--- src/core/qdurc_consts.vh ---
// Purpose: constants for the quad converter update and reset control
// Assumes: 24-bit command words, four channels
// Notes: timing counts derived from a 100 MHz clock
`ifndef QDURC_CONSTS_VH
`define QDURC_CONSTS_VH
`define QDURC_WORD_W 24
`define QDURC_CMD_MSB 23
`define QDURC_CMD_LSB 20
`define QDURC_ADDR_MSB 19
`define QDURC_ADDR_LSB 16
`define QDURC_DATA_MSB 15
`define QDURC_CMD_W_INPUT 4'h1
`define QDURC_CMD_UPD_OUT 4'h2
`define QDURC_CMD_W_BOTH 4'h3
`define QDURC_CMD_MASK 4'h5
`define QDURC_CMD_SW_RESET 4'h6
`define QDURC_MASK_RESET 4'h0
`define QDURC_RESET_MIN_NS 30
`define QDURC_CLK_NS 10
`define QDURC_RESET_CYC ((`QDURC_RESET_MIN_NS + `QDURC_CLK_NS - 1) / `QDURC_CLK_NS)
`define QDURC_POR_CYC 8
`endif

--- src/core/qdurc_ctrl.v ---
// Purpose: input/output register pairs, load mask, strobe and reset handling
// Assumes: the serial front end delivers a full 24-bit word with a one-cycle valid
// Notes: pins load_strobe_n, reset_n and reset_level_select are synchronised here
`include "qdurc_consts.vh"

//Contract
//- word is 24 bits: command nibble on top, address, then data, msb first.
//- each channel has input and output register; output drives the analog stage.
//- strobe low on write-to-input updates input and output at word end.
//- strobe high updates input only; later strobe fall copies unmasked channels.
//- command 0101 loads low four data bits into mask; address ignored.
//- mask bit 3 is channel D down to bit 0 channel A.
//- mask resets to zero; zero lets the strobe work normally.
//- masked channel ignores strobe transitions, sees strobe as high; code still updates it on write-to-input while strobe is held low.
//- strobe falling edge outside reset copies unmasked input registers to outputs.
//- strobe held low disregards mask so write-to-input updates outputs directly.
//- command 0010 copies input to output of addressed channel only.
//- command 0011 writes both input and output regardless of strobe.
//- reset pin low clears outputs to zero or midscale per select pin.
//- no output updates while reset low; cleared value held after release.
//- command 0110 performs software reset to power-on code.
//- strobe activity ignored during power-on reset.
//- reset pin low at power-up defers initialisation until release.
//- power-up output is zero scale if select low, midscale if high.
//- outputs hold reset level until first valid write.
module qdurc_ctrl #(
  parameter DATA_W = 16,
  parameter POR_CYC = `QDURC_POR_CYC
) (
  input wire clock,
  input wire rstn,
  input wire [`QDURC_WORD_W-1:0] cmd_word,
  input wire cmd_valid,
  input wire load_strobe_n,
  input wire reset_n,
  input wire reset_level_select,
  output wire cmd_ready,
  output reg [DATA_W-1:0] out_a_ff,
  output reg [DATA_W-1:0] out_b_ff,
  output reg [DATA_W-1:0] out_c_ff,
  output reg [DATA_W-1:0] out_d_ff,
  output reg [3:0] channel_load_mask_ff,
  output reg por_busy_ff
);

  // one-hot states
  localparam ST_POR = 3'h1;
  localparam ST_RUN = 3'h2;
  localparam ST_HOLD = 3'h4;

  function [DATA_W-1:0] reset_code;
    input sel;
    begin
      reset_code = {DATA_W{1'b0}};
      reset_code[DATA_W-1] = sel;
    end
  endfunction

  // take the pin level once stages 2 and 3 agree
  function filt;
    input [2:0] sync;
    input cur;
    begin
      if (sync[1] == sync[2])
        filt = sync[2];
      else
        filt = cur;
    end
  endfunction

  // one-hot channel select, bit 0 is channel A
  function ch_hit;
    input [3:0] sel;
    input integer k;
    begin
      ch_hit = sel[k];
    end
  endfunction

  reg [2:0] ld_sync_ff;
  reg [2:0] rs_sync_ff;
  reg [2:0] sel_sync_ff;
  // filtered pin levels
  reg ld_ff;
  reg rst_ff;
  reg sel_ff;
  reg ld_prev_ff;
  reg [2:0] state_ff;
  reg [2:0] nxt_state;
  reg [7:0] por_cnt_ff;
  // channel register pairs
  reg [DATA_W-1:0] in_ff [0:3];
  reg [DATA_W-1:0] out_ff [0:3];
  reg [DATA_W-1:0] nxt_in [0:3];
  reg [DATA_W-1:0] nxt_out [0:3];
  reg [3:0] nxt_mask;
  // decoded command fields
  reg [3:0] sel_ch;
  reg [3:0] cmd;
  reg [DATA_W-1:0] dval;
  reg ld_fall;
  reg [3:0] ld_copy;
  reg do_clear;
  integer i;
  integer j;

  // words offered outside run are dropped
  assign cmd_ready = (state_ff == ST_RUN);

  // pin synchronisers, change counts once stages 2 and 3 agree
  always @(posedge clock)
  begin
    if (!rstn)
    begin
      ld_sync_ff <= 3'h7;
      rs_sync_ff <= 3'h7;
      sel_sync_ff <= 3'h0;
      ld_ff <= 1'b1;
      rst_ff <= 1'b1;
      sel_ff <= 1'b0;
      ld_prev_ff <= 1'b1;
    end
    else
    begin
      ld_sync_ff <= {ld_sync_ff[1:0], load_strobe_n};
      rs_sync_ff <= {rs_sync_ff[1:0], reset_n};
      sel_sync_ff <= {sel_sync_ff[1:0], reset_level_select};
      ld_ff <= filt(ld_sync_ff, ld_ff);
      rst_ff <= filt(rs_sync_ff, rst_ff);
      sel_ff <= filt(sel_sync_ff, sel_ff);
      ld_prev_ff <= ld_ff;
    end
  end

  always @*
  begin
    cmd = cmd_word[`QDURC_CMD_MSB:`QDURC_CMD_LSB];
    dval = cmd_word[`QDURC_DATA_MSB:`QDURC_DATA_MSB-DATA_W+1];
    sel_ch = cmd_word[`QDURC_ADDR_MSB:`QDURC_ADDR_LSB];
    ld_fall = ld_prev_ff & ~ld_ff;
  end

  always @*
  begin
    ld_copy = {4{ld_fall}} & ~channel_load_mask_ff;
    if (state_ff != ST_RUN || !rst_ff)
      ld_copy = 4'h0;
  end

  // next state and register values
  always @*
  begin
    nxt_state = state_ff;
    nxt_mask = channel_load_mask_ff;
    do_clear = 1'b0;
    for (i = 0; i < 4; i = i + 1)
    begin
      nxt_in[i] = in_ff[i];
      nxt_out[i] = out_ff[i];
    end
    case (state_ff)
      ST_POR:
      begin
        do_clear = 1'b1;
        if (rst_ff && (por_cnt_ff == 8'h00))
          nxt_state = ST_RUN;
      end
      ST_HOLD:
      begin
        do_clear = 1'b1;
        if (rst_ff)
          nxt_state = ST_RUN;
      end
      ST_RUN:
      begin
        if (!rst_ff)
        begin
          do_clear = 1'b1;
          nxt_state = ST_HOLD;
        end
        else
        begin
          for (i = 0; i < 4; i = i + 1)
            if (ld_copy[i])
              nxt_out[i] = in_ff[i];
          if (cmd_valid)
          begin
            case (cmd)
              `QDURC_CMD_W_INPUT:
              begin
                for (i = 0; i < 4; i = i + 1)
                  if (ch_hit(sel_ch, i))
                  begin
                    nxt_in[i] = dval;
                    if (!ld_ff)
                      nxt_out[i] = dval;
                  end
              end
              `QDURC_CMD_UPD_OUT:
              begin
                for (i = 0; i < 4; i = i + 1)
                  if (ch_hit(sel_ch, i))
                    nxt_out[i] = in_ff[i];
              end
              `QDURC_CMD_W_BOTH:
              begin
                for (i = 0; i < 4; i = i + 1)
                  if (ch_hit(sel_ch, i))
                  begin
                    nxt_in[i] = dval;
                    nxt_out[i] = dval;
                  end
              end
              `QDURC_CMD_MASK:
              begin
                nxt_mask = cmd_word[3:0];
              end
              `QDURC_CMD_SW_RESET:
              begin
                do_clear = 1'b1;
                nxt_mask = `QDURC_MASK_RESET;
                nxt_state = ST_POR;
              end
              default:
              begin
                nxt_mask = channel_load_mask_ff;
              end
            endcase
          end
        end
      end
      default:
      begin
        nxt_state = ST_POR;
      end
    endcase
    if (do_clear)
    begin
      for (i = 0; i < 4; i = i + 1)
      begin
        nxt_in[i] = reset_code(sel_ff);
        nxt_out[i] = reset_code(sel_ff);
      end
    end
  end

  // state and reset busy flag
  always @(posedge clock)
  begin
    if (!rstn)
    begin
      state_ff <= ST_POR;
      por_busy_ff <= 1'b1;
    end
    else
    begin
      state_ff <= nxt_state;
      por_busy_ff <= (nxt_state == ST_POR);
    end
  end

  always @(posedge clock)
  begin
    if (!rstn)
      channel_load_mask_ff <= `QDURC_MASK_RESET;
    else
      channel_load_mask_ff <= nxt_mask;
  end

  always @(posedge clock)
  begin
    if (!rstn)
      por_cnt_ff <= POR_CYC[7:0];
    else if (nxt_state == ST_POR && state_ff != ST_POR)
      por_cnt_ff <= POR_CYC[7:0];
    else if (state_ff == ST_POR && rst_ff && por_cnt_ff != 8'h00)
      por_cnt_ff <= por_cnt_ff - 8'h01;
  end

  // input and output pair per channel
  always @(posedge clock)
  begin
    if (!rstn)
    begin
      for (j = 0; j < 4; j = j + 1)
      begin
        in_ff[j] <= {DATA_W{1'b0}};
        out_ff[j] <= {DATA_W{1'b0}};
      end
    end
    else
    begin
      for (j = 0; j < 4; j = j + 1)
      begin
        in_ff[j] <= nxt_in[j];
        out_ff[j] <= nxt_out[j];
      end
    end
  end

  // port copies of the output registers
  always @(posedge clock)
  begin
    if (!rstn)
    begin
      out_a_ff <= {DATA_W{1'b0}};
      out_b_ff <= {DATA_W{1'b0}};
      out_c_ff <= {DATA_W{1'b0}};
      out_d_ff <= {DATA_W{1'b0}};
    end
    else
    begin
      out_a_ff <= nxt_out[0];
      out_b_ff <= nxt_out[1];
      out_c_ff <= nxt_out[2];
      out_d_ff <= nxt_out[3];
    end
  end

endmodule

--- config.mk ---
export PLATFORM = sky130hd
export DESIGN_NAME = qdurc_ctrl
export DESIGN_NICKNAME = d
export VERILOG_FILES = /design/src/core/qdurc_ctrl.v
export VERILOG_INCLUDE_DIRS = /design/src /design/src/core
export SDC_FILE = /design/constraint.sdc
export NUM_CORES = 1
export LEC_CHECK = 0
export BUFFER_PORTS_ARGS = -buffer_cell sky130_fd_sc_hd__buf_4
export CORE_MARGIN = 2
export CORE_UTILIZATION = 38
export DETAILED_ROUTE_END_ITERATION = 12
export GPL_ROUTABILITY_DRIVEN = 0
export PLACE_DENSITY = 0.61
export REMOVE_ABC_BUFFERS = 1
export SLEW_MARGIN = 20
export SYNTH_ARGS = -nofsm -noshare
export SYNTH_HDL_FRONTEND = slang
export SYNTH_SLANG_ARGS = --single-unit
export TNS_END_PERCENT = 5
--- constraint.sdc ---
create_clock -name clock -period 4.4 [get_ports clock]
set_clock_uncertainty 0.15 [all_clocks]
set_input_delay 0.22 -clock clock [delete_from_list [all_inputs] [get_ports clock]]
set_output_delay 0.22 -clock clock [all_outputs]
set_load 0.02 [all_outputs]
==> flow_summary.json <==
{
  "worstPathMaxFanout": 61,
  "grt-ovfl-total": 0,
  "grt_pass1_wl_mm": 48.1,
  "startpoint_type": "flip-flop",
  "p_total_mw": 3.61,
  "min_path_type": "input port to flip-flop",
  "critPathCaptureType": "flip-flop",
  "hold_violations": 0,
  "ir_drop_mv": 0.242,
  "drcViolationCount": 0,
  "cts-root-buf": "clkbuf_16",
  "p_seq_share_pct": 41.8,
  "io_buffer_count": 99,
  "final_cell_mix": "nand2_1, dfxtp_1, a21oi_1, buf_4, nor2_1",
  "grt_max_degree": 78,
  "syn_avg_cell_area_um2": 7.66,
  "postRouteAntennaNets": 0,
  "cts_tree": "done",
  "p_per_area_mw_per_mm2": 329,
  "dieArea_mm2": 0.0258,
  "multi_input_area_mm2": 0.00554,
  "die_h_um": 160,
  "internal_power_mw": 2.48,
  "core_mm2": 0.0242,
  "grt_pass1_vias": 8701,
  "drtIter0Drc": 840,
  "cts_setup_buffers": 0,
  "start_util_pct": 38.5,
  "synth_seq_cells": 157,
  "required_ns": 4.60,
  "wl_mm": 30.4,
  "drv_slew": 0,
  "rsz0062_at_grt": "no",
  "vias": 9216,
  "synth_edf_count": 0,
  "antenna_found_initial": 0,
  "r2r_start": "rst_ff$_SDFFE_PN1N_",
  "switching_share_pct": 31.2,
  "p_comb_share_pct": 17.0,
  "drive_gt1_share_pct": 15.4,
  "max_freq_mhz": 358,
  "n_fill_cell": 2430,
  "regArea_mm2": 0.00314,
  "htreeDepth": 4,
  "power_leakage_nw": 4.01,
  "finalCritPeriodShare_pct": 63.5,
  "yosysWarnings": 0,
  "critical_path.startpoint": "rst_ff$_SDFFE_PN1N_",
  "dp_hpwl_mm": 18.8,
  "track_usage_pct": 23.2,
  "slew_headroom_pct": 23.5,
  "arrival_ns": 3.00,
  "netSwitchingPower_mw": 1.12,
  "cts.sinks": 157,
  "finalNetCount": 1289,
  "power_frac_clock_pct": 41.2,
  "period_minus_slack_ns": 2.79,
  "synth.distinct_cells": 59,
  "setup_viol": 0,
  "synth_async_sr_flop_share_pct": 0,
  "clock_path_buffers": 2,
  "status": "completed",
  "synth-main-ff-cell": "dfxtp_1",
  "final_common_cell": "nand2_1",
  "hold_start": "cmd_word[18]",
  "setup-tns-final_ns": 0,
  "drv_cap": 0,
  "ioPinCount": 100,
  "numCtsBuffers": 17,
  "vias_per_cell": 5.78,
  "routedWlPerCell_um": 19.1,
  "ys_seq_area_share_pct": 33.8,
  "syn_area_mm2": 0.00931,
  "insertion_delay_ns": 0.44,
  "syn_inst": 1215,
  "worst_pin_slew_ns": 1.15,
  "syn_to_final_growth_pct": 17.7,
  "criticalPathCategory": "flip-flop to flip-flop",
  "cts.clk_slew.worst_paths_ns": 0.07,
  "rows": 57,
  "first_pass_iters": 5,
  "die-width_um": 160
}
## cells in the mapped netlist, types with 3 or more instances
cell type  count  area share, %
o21ai_0       62            3.3
o221a_2       13            1.6
nor3_1        18           0.97
nand3_2        3           0.32
buf_2         40            2.2
and2_1         7           0.47
o211ai_1       6           0.48
xor2_1         4           0.38
a22o_1         4           0.38
nand2_1      172            6.9
or2_2          4           0.27
buf_4          5           0.40
o41ai_1        3           0.28
nor4_1         9           0.60
a221oi_1       7           0.66
inv_1         20           0.81
nor2_1       102            4.1
buf_6          4           0.48
nand3_1       28            1.5
and3_1         3           0.20
xnor2_1        4           0.38
nand2b_1      55            3.7
dfxtp_1      157             34
o21ai_1        3           0.16
a31oi_1       50            3.4
o31ai_1       42            3.4
a211o_1       29            2.7
mux2i_1       74            8.0
o221ai_1      13            1.2
nor4bb_1       3           0.32
or3b_2         4           0.38
nand4bb_1      5           0.60
o2111a_1      14            1.7
clkbuf_1      71            2.9
a21oi_1      127            6.8
buf_1          7           0.28
a21o_1        13            1.0
## sequential cells by signal (all words and copies together), names as in the netlist, 3 cells and up
register	cells
in_ff	64
out_ff	64
por_cnt_ff	8
channel_load_mask_ff	4
ld_sync_ff	3
rs_sync_ff	3
sel_sync_ff	3
state_ff	3
## final cells by class
cell class                      count  share of cell area [%]
Clock inverter                     14                    1.34
Clock buffer                       17                    3.88
Tap cell                          324                    3.70
Inverter                           20                   0.685
Antenna cell                        1                  0.0228
Sequential cell                   157                    28.7
Multi-Input combinational cell    910                    50.5
Timing Repair Buffer              151                    11.1
## critical path, cell delays in order (launching register included)
cell and delay, ns:
dfxtp_1 0.49, and4bb_4 0.36, buf_4 0.57, buf_4 0.63
nor2_1 0.08, a211o_1 0.25, a31oi_1 0.16
## final timing paths
| check | slack [ns] | cells after the start | endpoint |
|---|---|---|---|
| worst max-delay path | 1.61 | 6 | out_ff[1][12]$_SDFFE_PP0N_ |
| worst min-delay path | 0.01 | 3 | in_ff[2][15]$_SDFFE_PN0P_ |
| worst max register to register | 1.61 | 6 | out_ff[1][12]$_SDFFE_PP0N_ |
| worst min register to register | 0.26 | 1 | ld_sync_ff[1]$_SDFF_PN1_ |
## per-stage QoR
stage / utilization, % / worst slack [ns] / area [µm²] / instances / hold slack (ns)
2_1_floorplan: - / 0.609 / 8730 / 1087 / 0.142
3_3_place_gp: 41.9 / 1.51 / 10100 / 1538 / 0.240
3_5_place_dp: 41.9 / 1.54 / 10100 / 1538 / 0.246
4_1_cts: 45.3 / 1.64 / 10900 / 1592 / 0.00378
5_1_grt: 45.3 / 1.42 / 11000 / 1593 / 0.0227
6_report: 45.3 / 1.61 / 11000 / 1594 / 0.0113
## power by group through the flow
stage	Combinational [mW]	Clock, mW	Sequential, mW
4_1_cts	0.605	1.51	1.51
3_3_place_gp	0.581	0	1.54
5_1_grt	0.672	1.57	1.51
3_5_place_dp	0.587	0	1.54
6_report	0.613	1.49	1.51
2_1_floorplan	0.355	0	1.53
## repair_timing
item                      4_1_cts  5_1_grt
resized for setup               0        0
hold buffers                   23        0
hold endpoints to repair       76        0
## routing by layer
| layer | track usage (%) | routed length [µm] | up-vias |
|---|---|---|---|
| li1 | - | - | 4464 |
| met1 | 31.1 | 13700 | 4359 |
| met2 | 38.0 | 14100 | 356 |
| met3 | 3.93 | 2140 | 37 |
| met4 | 7.17 | 426 | 0 |
| met5 | 0 | 0 | - |
## cells by family after synthesis
logic type	Yosys count	synth area share, %
AOI/OAI and AO/OA	399	28.5
xor gates and xnor gates	8	0.753
adders and majority gates	2	0.269
buffers and inverters	148	7.04
DFF	157	33.8
muxes	74	7.96
and+or+nand+nor	427	21.7
Note: power is estimated with default switching activity, not from simulation.
